### config.mk
export PLATFORM = sky130hd
export DESIGN_NAME = uartdi_regs
export DESIGN_NICKNAME = d
export VERILOG_FILES = /design/src/core/uartdi_pkg.sv /design/src/core/uartdi_regs.sv
export SDC_FILE = /design/constraint.sdc
export NUM_CORES = 1
export LEC_CHECK = 0
export BUFFER_PORTS_ARGS = -buffer_cell sky130_fd_sc_hd__buf_2
export CORE_UTILIZATION = 55
export DETAILED_ROUTE_END_ITERATION = 10
export PLACE_DENSITY = 0.81
export SLEW_MARGIN = 10
export SYNTH_ARGS = -nofsm -noshare
export SYNTH_HDL_FRONTEND = slang
export SYNTH_SLANG_ARGS = --single-unit
export TNS_END_PERCENT = 100
### constraint.sdc
create_clock -name mclk_i -period 2.91 [get_ports mclk_i]
set_input_delay 0.1455 -clock mclk_i [delete_from_list [all_inputs] [get_ports mclk_i]]
set_output_delay 0.1455 -clock mclk_i [all_outputs]
set_load 0.01 [all_outputs]
### src/core/uartdi_pkg.sv
// Constants and carrier types for the UART data and interrupt registers.
// Assumes a synchronous host bus sampled on mclk_i.
`default_nettype none

package uartdi_pkg;

  localparam logic [3:0] ADDR_DATA  = 4'h0;
  localparam logic [3:0] ADDR_IEN   = 4'h1;
  localparam logic [3:0] ADDR_IID   = 4'h2;
  localparam logic [3:0] ADDR_LSTAT = 4'h5;
  localparam logic [3:0] ADDR_MSTAT = 4'h6;

  localparam int IEN_RDA    = 0;
  localparam int IEN_THRE   = 1;
  localparam int IEN_LS     = 2;
  localparam int IEN_MS     = 3;
  localparam int IEN_COMPAT = 4;
  localparam logic [7:0] IEN_RESET = 8'h00;
  localparam logic [7:0] IEN_MASK  = 8'h1F;

  localparam logic [2:0] IID_NONE = 3'h1;
  localparam logic [2:0] IID_LS   = 3'h6;
  localparam logic [2:0] IID_RDA  = 3'h4;
  localparam logic [2:0] IID_THRE = 3'h2;
  localparam logic [2:0] IID_MS   = 3'h0;

  localparam int OVERSAMPLE = 16;
  localparam int TXBUF_DEPTH = 2;

  typedef enum logic [2:0] {
    TX_IDLE, TX_START, TX_DATA, TX_PARITY, TX_STOP
  } uartdi_tx_t;

  typedef struct packed {
    logic       host_read_strobe;
    logic       host_write_strobe;
    logic [3:0] host_address_lines;
    logic [7:0] wdata;
  } uartdi_host_t;

  typedef struct packed {
    logic [1:0] word_len;
    logic       stop2;
    logic       par_en;
    logic       par_even;
    logic       divisor_access_select;
  } uartdi_fmt_t;

endpackage : uartdi_pkg

`default_nettype wire

### src/core/uartdi_regs.sv
// Data and interrupt registers of the UART, with a framing transmitter.
// Assumes the host strobes, line format and event pulses are synchronous.
`default_nettype none

module uartdi_regs #(
  parameter int DATA_W = 8,
  parameter int DEPTH  = uartdi_pkg::TXBUF_DEPTH
) (
  input  wire logic                    mclk_i,
  input  wire logic                    reset_i,
  input  wire uartdi_pkg::uartdi_host_t host_i,
  input  wire logic                    port_mode_select_i,
  input  wire uartdi_pkg::uartdi_fmt_t fmt_i,
  input  wire logic                    rx_valid_i,
  input  wire logic [7:0]              rx_data_i,
  output logic                         rx_ready_o,
  input  wire logic                    line_err_i,
  input  wire logic                    modem_change_i,
  input  wire logic                    sample_tick_i,
  output logic                         tx_serial_o,
  output logic                         tx_ready_o,
  output logic [7:0]                   host_rdata_o,
  output logic                         host_rdata_oe_o,
  output logic                         interrupt_output_o
);
  import uartdi_pkg::*;

  if (DATA_W != 8) begin : g_chk_w
    $error("DATA_W must be 8");
  end
  if (DEPTH != 2) begin : g_chk_d
    $error("DEPTH must be 2");
  end

  function automatic logic hit(input logic [3:0] a,
                               input logic       mode,
                               input logic [3:0] off);
    hit = mode ? (a == off)
               : (a[2:0] == off[2:0]);
  endfunction

  function automatic logic [7:0] len_mask(input logic [1:0] wl);
    case (wl)
      2'h0:    len_mask = 8'h1F;
      2'h1:    len_mask = 8'h3F;
      2'h2:    len_mask = 8'h7F;
      default: len_mask = 8'hFF;
    endcase
  endfunction

  function automatic logic [2:0] prio(input logic [3:0] en);
    if (en[IEN_LS])        prio = IID_LS;
    else if (en[IEN_RDA])  prio = IID_RDA;
    else if (en[IEN_THRE]) prio = IID_THRE;
    else if (en[IEN_MS])   prio = IID_MS;
    else                   prio = IID_NONE;
  endfunction

  function automatic logic active(input logic [2:0] id,
                                  input logic [3:0] en);
    case (id)
      IID_LS:   active = en[IEN_LS];
      IID_RDA:  active = en[IEN_RDA];
      IID_THRE: active = en[IEN_THRE];
      IID_MS:   active = en[IEN_MS];
      default:  active = 1'b0;
    endcase
  endfunction

  // Host strobe edges
  logic rd_q;
  logic wr_q;
  always_ff @(posedge mclk_i or posedge reset_i) begin
    if (reset_i) begin
      rd_q <= 1'b0;
      wr_q <= 1'b0;
    end else begin
      rd_q <= host_i.host_read_strobe;
      wr_q <= host_i.host_write_strobe;
    end
  end

  logic       rd_rise;
  logic       wr_rise;
  logic       div_sel;
  logic       sel_data;
  logic       sel_ien;
  logic       sel_iid;
  logic       rd_rxbuf;
  logic       wr_hold;
  logic       wr_ien;
  logic       rd_iid;
  logic       rd_lstat;
  logic       rd_mstat;
  logic [3:0] ha;

  assign ha       = host_i.host_address_lines;
  assign rd_rise  = host_i.host_read_strobe & ~rd_q;
  assign wr_rise  = host_i.host_write_strobe & ~wr_q;
  assign div_sel  = fmt_i.divisor_access_select;
  // Divisor latches shadow offsets 0 and 1 while div_sel is set
  assign sel_data = hit(ha, port_mode_select_i, ADDR_DATA) & ~div_sel;
  assign sel_ien  = hit(ha, port_mode_select_i, ADDR_IEN) & ~div_sel;
  assign sel_iid  = hit(ha, port_mode_select_i, ADDR_IID);
  assign rd_rxbuf = rd_rise & sel_data;
  assign wr_hold  = wr_rise & sel_data;
  assign wr_ien   = wr_rise & sel_ien;
  assign rd_iid   = rd_rise & sel_iid;
  assign rd_lstat = rd_rise & hit(ha, port_mode_select_i, ADDR_LSTAT);
  assign rd_mstat = rd_rise & hit(ha, port_mode_select_i, ADDR_MSTAT);

  // Interrupt enable register
  logic [7:0] ien_q;
  always_ff @(posedge mclk_i or posedge reset_i) begin
    if (reset_i) begin
      ien_q <= IEN_RESET;
    end else if (wr_ien) begin
      ien_q <= host_i.wdata & IEN_MASK;
    end
  end

  // Receive buffer
  logic [7:0] rxbuf_q;
  logic       rxbuf_full_q;
  logic       rxbuf_full_d;
  logic       rx_take;
  assign rx_take = rx_valid_i & rx_ready_o;
  always_comb begin
    rxbuf_full_d = rxbuf_full_q;
    if (rx_take) begin
      rxbuf_full_d = 1'b1;
    end else if (rd_rxbuf) begin
      rxbuf_full_d = 1'b0;
    end
  end
  always_ff @(posedge mclk_i or posedge reset_i) begin
    if (reset_i) begin
      rxbuf_q      <= 8'h00;
      rxbuf_full_q <= 1'b0;
      rx_ready_o   <= 1'b0;
    end else begin
      if (rx_take) begin
        rxbuf_q <= rx_data_i;
      end
      rxbuf_full_q <= rxbuf_full_d;
      rx_ready_o   <= ~rxbuf_full_d;
    end
  end

  // Two-entry transmit buffer; a write while full is dropped
  logic [7:0] buf_q [DEPTH];
  logic       wp_q;
  logic       rp_q;
  logic [1:0] cnt_q;
  logic [1:0] cnt_d;
  logic       push;
  logic       pop;
  uartdi_tx_t st_q;
  assign push = wr_hold & (cnt_q != 2'h2);
  assign pop  = (st_q == TX_IDLE) & (cnt_q != 2'h0);
  always_comb begin
    cnt_d = cnt_q;
    if (push & ~pop) begin
      cnt_d = cnt_q + 2'h1;
    end else if (pop & ~push) begin
      cnt_d = cnt_q - 2'h1;
    end
  end
  always_ff @(posedge mclk_i or posedge reset_i) begin
    if (reset_i) begin
      wp_q       <= 1'b0;
      rp_q       <= 1'b0;
      cnt_q      <= 2'h0;
      tx_ready_o <= 1'b1;
      buf_q[0]   <= 8'h00;
      buf_q[1]   <= 8'h00;
    end else begin
      if (push) begin
        buf_q[wp_q] <= host_i.wdata;
        wp_q        <= ~wp_q;
      end
      if (pop) begin
        rp_q <= ~rp_q;
      end
      cnt_q      <= cnt_d;
      tx_ready_o <= (cnt_d != 2'h2);
    end
  end

  // Framing transmitter, timed in sample ticks
  uartdi_fmt_t tf_q;
  logic [7:0]  sh_q;
  logic [2:0]  bit_q;
  logic [5:0]  tk_q;
  logic [5:0]  lim;
  logic        bit_end;
  always_comb begin
    lim = 6'(OVERSAMPLE);
    if (st_q == TX_STOP && tf_q.stop2) begin
      // Five-bit words get one and a half stop bits
      lim = (tf_q.word_len == 2'h0) ? 6'(OVERSAMPLE * 3 / 2)
                                    : 6'(OVERSAMPLE * 2);
    end
  end
  assign bit_end = sample_tick_i & (tk_q == lim - 6'h1);

  always_ff @(posedge mclk_i or posedge reset_i) begin
    if (reset_i) begin
      st_q  <= TX_IDLE;
      tf_q  <= '0;
      sh_q  <= 8'h00;
      bit_q <= 3'h0;
      tk_q  <= 6'h00;
    end else begin
      if (st_q == TX_IDLE) begin
        tk_q <= 6'h00;
      end else if (bit_end) begin
        tk_q <= 6'h00;
      end else if (sample_tick_i) begin
        tk_q <= tk_q + 6'h1;
      end
      case (st_q)
        TX_IDLE: begin
          if (pop) begin
            // Format latched so a mid-frame change cannot tear it
            tf_q <= fmt_i;
            sh_q <= buf_q[rp_q] & len_mask(fmt_i.word_len);
            st_q <= TX_START;
          end
        end
        TX_START: begin
          if (bit_end) begin
            bit_q <= 3'h0;
            st_q  <= TX_DATA;
          end
        end
        TX_DATA: begin
          if (bit_end) begin
            bit_q <= bit_q + 3'h1;
            if (bit_q == 3'(4 + tf_q.word_len)) begin
              st_q <= tf_q.par_en ? TX_PARITY : TX_STOP;
            end
          end
        end
        TX_PARITY: begin
          if (bit_end) begin
            st_q <= TX_STOP;
          end
        end
        TX_STOP: begin
          if (bit_end) begin
            st_q <= TX_IDLE;
          end
        end
        default: st_q <= TX_IDLE;
      endcase
    end
  end

  always_ff @(posedge mclk_i or posedge reset_i) begin
    if (reset_i) begin
      tx_serial_o <= 1'b1;
    end else begin
      case (st_q)
        TX_START:  tx_serial_o <= 1'b0;
        TX_DATA:   tx_serial_o <= sh_q[bit_q];
        TX_PARITY: tx_serial_o <= tf_q.par_even ? ^sh_q : ~^sh_q;
        default:   tx_serial_o <= 1'b1;
      endcase
    end
  end

  // Interrupt sources and identification
  logic       ls_pend_q;
  logic       ms_pend_q;
  logic       thre_pend_q;
  logic [3:0] pend;
  logic [3:0] en;
  logic       frz_q;
  logic [2:0] frz_id_q;
  logic [2:0] id_live;
  logic [2:0] id_cur;
  logic       thre_set;
  logic       thre_clr;

  assign pend = {ms_pend_q, ls_pend_q, thre_pend_q, rxbuf_full_q};
  assign en   = pend & ien_q[3:0];
  assign id_live = prio(en);
  assign id_cur  = frz_q ? frz_id_q : id_live;
  assign thre_set = (cnt_q != 2'h0) & (cnt_d == 2'h0);
  assign thre_clr = wr_hold | (rd_iid & (id_cur == IID_THRE));

  // Event wins over a clear in the same cycle
  always_ff @(posedge mclk_i or posedge reset_i) begin
    if (reset_i) begin
      ls_pend_q   <= 1'b0;
      ms_pend_q   <= 1'b0;
      thre_pend_q <= 1'b0;
    end else begin
      ls_pend_q   <= line_err_i | (ls_pend_q & ~rd_lstat);
      ms_pend_q   <= modem_change_i | (ms_pend_q & ~rd_mstat);
      thre_pend_q <= thre_set | (thre_pend_q & ~thre_clr);
    end
  end

  always_ff @(posedge mclk_i or posedge reset_i) begin
    if (reset_i) begin
      frz_q    <= 1'b0;
      frz_id_q <= IID_NONE;
    end else if (frz_q) begin
      if (!active(frz_id_q, en)) begin
        frz_q <= 1'b0;
      end
    end else if (rd_iid && id_live != IID_NONE
                 && id_live != IID_THRE) begin
      // Holding empty is cleared by this very read, so never frozen
      frz_q    <= 1'b1;
      frz_id_q <= id_live;
    end
  end

  logic intr_d;
  always_comb begin
    intr_d = frz_q ? active(frz_id_q, en) : (en != 4'h0);
    if (ien_q[IEN_COMPAT] && host_i.host_read_strobe) begin
      intr_d = 1'b0;
    end
  end

  always_ff @(posedge mclk_i or posedge reset_i) begin
    if (reset_i) begin
      interrupt_output_o <= 1'b0;
    end else begin
      interrupt_output_o <= intr_d;
    end
  end

  // Read data is captured on the strobe edge and held for its length
  always_ff @(posedge mclk_i or posedge reset_i) begin
    if (reset_i) begin
      host_rdata_o    <= 8'h00;
      host_rdata_oe_o <= 1'b0;
    end else begin
      host_rdata_oe_o <= host_i.host_read_strobe
                         & (sel_data | sel_ien | sel_iid);
      if (rd_rise) begin
        if (sel_data) begin
          host_rdata_o <= rxbuf_q & len_mask(fmt_i.word_len);
        end else if (sel_ien) begin
          host_rdata_o <= ien_q & IEN_MASK;
        end else if (sel_iid) begin
          host_rdata_o <= {5'h00, id_cur};
        end
      end
    end
  end

  property p_rxbuf_mask;
    @(posedge mclk_i) disable iff (reset_i)
    rd_rxbuf |=> (host_rdata_o & ~len_mask($past(fmt_i.word_len))) == 8'h00;
  endproperty
  a_rxbuf_mask: assert property (p_rxbuf_mask)
    else $error("receive data upper bits not zero");

  property p_start_bit;
    @(posedge mclk_i) disable iff (reset_i)
    $rose(st_q == TX_START) |=> !tx_serial_o;
  endproperty
  a_start_bit: assert property (p_start_bit)
    else $error("start bit not low");

  property p_ien_write;
    @(posedge mclk_i) disable iff (reset_i)
    wr_ien |=> ien_q == ($past(host_i.wdata) & IEN_MASK);
  endproperty
  a_ien_write: assert property (p_ien_write)
    else $error("enable register not written");

  property p_no_enable;
    @(posedge mclk_i) disable iff (reset_i)
    (ien_q[3:0] == 4'h0) |=> !interrupt_output_o;
  endproperty
  a_no_enable: assert property (p_no_enable)
    else $error("interrupt with all enables clear");

  property p_ien_high;
    @(posedge mclk_i) disable iff (reset_i)
    (rd_rise & sel_ien) |=> host_rdata_o[7:5] == 3'h0;
  endproperty
  a_ien_high: assert property (p_ien_high)
    else $error("enable upper bits not zero");

  property p_freeze;
    @(posedge mclk_i) disable iff (reset_i)
    (frz_q & rd_iid) |=> host_rdata_o[2:0] == $past(frz_id_q);
  endproperty
  a_freeze: assert property (p_freeze)
    else $error("frozen source not reported");

  property p_iid_read;
    @(posedge mclk_i) disable iff (reset_i)
    rd_iid |=> host_rdata_o[7:3] == 5'h00
      && host_rdata_o[0] == ($past(id_cur) == IID_NONE);
  endproperty
  a_iid_read: assert property (p_iid_read)
    else $error("identification pending bit wrong");

  property p_ls_top;
    @(posedge mclk_i) disable iff (reset_i)
    (rd_iid & ~frz_q & en[IEN_LS]) |=> host_rdata_o[2:0] == IID_LS;
  endproperty
  a_ls_top: assert property (p_ls_top)
    else $error("line status not top priority");

  property p_ls_clr;
    @(posedge mclk_i) disable iff (reset_i)
    (rd_lstat & ~line_err_i) |=> !ls_pend_q;
  endproperty
  a_ls_clr: assert property (p_ls_clr)
    else $error("line status source not cleared");

  property p_thre_clr;
    @(posedge mclk_i) disable iff (reset_i)
    wr_hold |=> !thre_pend_q;
  endproperty
  a_thre_clr: assert property (p_thre_clr)
    else $error("holding empty not cleared by write");

  property p_intr_drop;
    @(posedge mclk_i) disable iff (reset_i)
    (en == 4'h0) |=> !interrupt_output_o;
  endproperty
  a_intr_drop: assert property (p_intr_drop)
    else $error("interrupt held with nothing pending");

endmodule : uartdi_regs

`default_nettype wire

==> metrics <==
largest net degree at the start of global routing=48; Avg WL per Cell=15.7 µm; Final Instance Area=0.00458 mm²; crit end category=flip-flop; Cell Chain, Critical Path=inv_1 -> ha_1 -> nand4b_1 -> nor2_2 -> mux2_2; CTS max path bufs=2; Worst path slowest cell=dfrtp_1; register area share after synthesis=51.7%; unrepaired setup endpoints after global routing=no; Routed Antenna Nets=0; DP Worst Slack=0.863 ns; area delta synth->final=16.5%; met1 usage=30.3%; Max VDD drop=478 µV; Sink Count=81; Min-Delay Path Class=in2reg; clk slew on worst S/H paths=0.08 ns; critical path type=reg2reg; Yosys cell types=52; Lkg Pwr=2.07 nW; initial DRC count=182; DR vias/cell=5.73; Slew Viols, Final=0; actual slew at the worst max-slew pin=0.801 ns; Final Skew=0.0152 ns; Initial Utilization=57.5%; Top FF cell, synth=dfrtp_1; Top delay family on crit path=simple AND/OR/NAND/NOR gates; Buf/Inv on CP=1; final setup fails=0; Data required, critical path=3.16 ns; setup tns final=0 ns; worst-path maximum fanout=8; Crit path largest cell delay=0.45 ns; Die ar.=0.00749 mm²; EDFF count, synth=0; Pre-Repair DR Iteration Count=4; WHS=0.00823 ns; Die X=86.5 µm; max_slew headroom=46.6%; placed instance count=486; P per Cell Area=729 mW/mm²; Post-DP Area=0.00428 mm²; DR vias=2916; post-CTS setup buffer count=0; Port Buf Inserts=47; top cells by area, synth=dfrtp_1 (50%), mux2_2 (11%), nand2_1 (4.9%), mux2i_1 (2.8%), o21ai_0 (2.7%); final period utilization=69.9%; final wirelength=7990 µm; Site Rows=30; ANT cells=0; post_cts resized=0; root buf cell=clkbuf_8; final hold vios=0; outcome=finished clean; non-filler cells, final=509; GRT met2 Usage=39.9%; Total GRT Usage=23.8%; CP arrival=2.28 ns; Ys Warns=0; CTS tree=done; grt peak-use layer=met2; Die Height=86.5 µm; met3 Resource Use GR=5.24%; cts bufs inserted=9; IO Pins=48; max-cap viol count=0; Async SR Flop Fraction=100%; fmax=0.492 GHz; Setup crit start kind=flip-flop; initial antenna violation count=0; Cells after Synth=350; Core ar.=0.00683 mm²; share of the synthesized area in the top cell type=49.7%; Final GP Congestion=0.899; H-tree levels=3; Synth Area per Inst=11.2 µm²; vias in the first global route=2938; register bit total from synthesis=81; Tot Pwr=3.34 mW; Final #Nets=447; Yosys top cell by area=dfrtp_1; Final WS setup=0.876 ns; post-synthesis cell area=0.00393 mm²; Clk Latency, worst-skew pair=0.37 ns; share of cells above drive strength 1=29.5%; Syn Nets=389; Tmin final=2.03 ns; DP HPWL=5780 µm; Core Util, Final=67.0%; # DRC=0; first-pass GRT wire length=13600 µm; GRT Residual Overflow=0; CTS Hold Bufs=7
-- final timing paths --
| check | cells past startpoint | from | slack [ns] | endpoint |
|---|---|---|---|---|
| max reg2reg | 5 | cnt_q[0]$_DFF_PP0_ | 0.88 | buf_q[14]$_DFFE_PP0P_ |
| max | 5 | cnt_q[0]$_DFF_PP0_ | 0.88 | buf_q[14]$_DFFE_PP0P_ |
| max in group asynchronous | 4 | reset_i | 1.81 | tf_q[1]$_DFFE_PP0P_ |
| min in group asynchronous | 3 | reset_i | 0.45 | bit_q[1]$_DFFE_PP0P_ |
| min reg2reg | 1 | ms_pend_q$_DFF_PP0_ | 0.48 | ms_pend_q$_DFF_PP0_ |
| min | 2 | rx_data_i[6] | 0.008 | rxbuf_q[6]$_DFFE_PP0P_ |
-- registers in the layout, summed over array words and instances (netlist names), 2 cells and up --
signal,cells
bit_q,3
st_q,3
host_rdata_o,8
sh_q,8
cnt_q,2
frz_id_q,3
tk_q,6
tf_q,5
buf_q,16
ien_q,5
rxbuf_q,8
-- cell usage after synthesis, types with 4 or more instances --
cell and instances:
o21ai_0 21, mux2_2 37, a21oi_1 12, buf_2 4
nand3_1 13, and2_1 5, inv_1 6, mux2i_1 11
nand2_1 51, xnor2_1 10, clkbuf_1 5, ha_1 4
dfrtp_1 78, a22o_1 4, and3_1 5, xor2_1 4
nor2b_1 7, nor2_1 17
-- logic make-up after synthesis --
| family | share of synthesized area, % |
|---|---|
| and+or+nand+nor | 16.3 |
| DFF | 51.7 |
| AOI/OAI and AO/OA | 10.4 |
| muxes | 15.1 |
| buffers and inverters | 1.75 |
| xor gates and xnor gates | 3.53 |
| adders and majority gates | 1.27 |
-- layout by cell type (no fill, tap or decap), types with 3 or more instances in the layout --
cell and count:
dfrtp_1 78, nand2_1 51, buf_2 47, mux2_2 37, o21ai_0 21, nor2_1 17, nand3_1 13, a21oi_1 12
mux2i_1 11, xnor2_1 10, clkbuf_8 10, nor2b_1 7, dlygate4sd3_1 7, and3_1 5, inv_1 5, and2_1 5
a22o_1 4, xor2_1 4, ha_1 4, and4b_1 3, nor3_1 3, mux4_2 3, nand4_1 3, dfstp_2 3
-- power breakdown --
part,leakage (nW),switching [mW],internal (mW)
Clock,0.113,0.413,0.509
Sequential,1.00,0.252,1.38
Combinational,0.956,0.364,0.421
Total,2.07,1.03,2.31
-- area by class of cell --
type	count	area (µm²)
well taps	96	120
flip-flops and latches	81	2030
clock buffers	10	138
inverters	6	23.8
fillers	539	2250
multi-input cells	253	1840
clock inverters	6	90.1
repair buffers	57	340
-- layer usage --
layer  share of wire (%)  wire (µm)
met2                  50       4000
met4                 1.9        148
met3                 4.4        348
met5                   0          0
met1                  44       3500
-- worst register-to-register path, stage by stage (launching register included) --
cell	delay, ns
dfrtp_1	0.45
inv_1	0.12
ha_1	0.21
nand4b_1	0.31
nor2_2	0.43
mux2_2	0.40
Note: power is estimated with default switching activity, not from simulation.
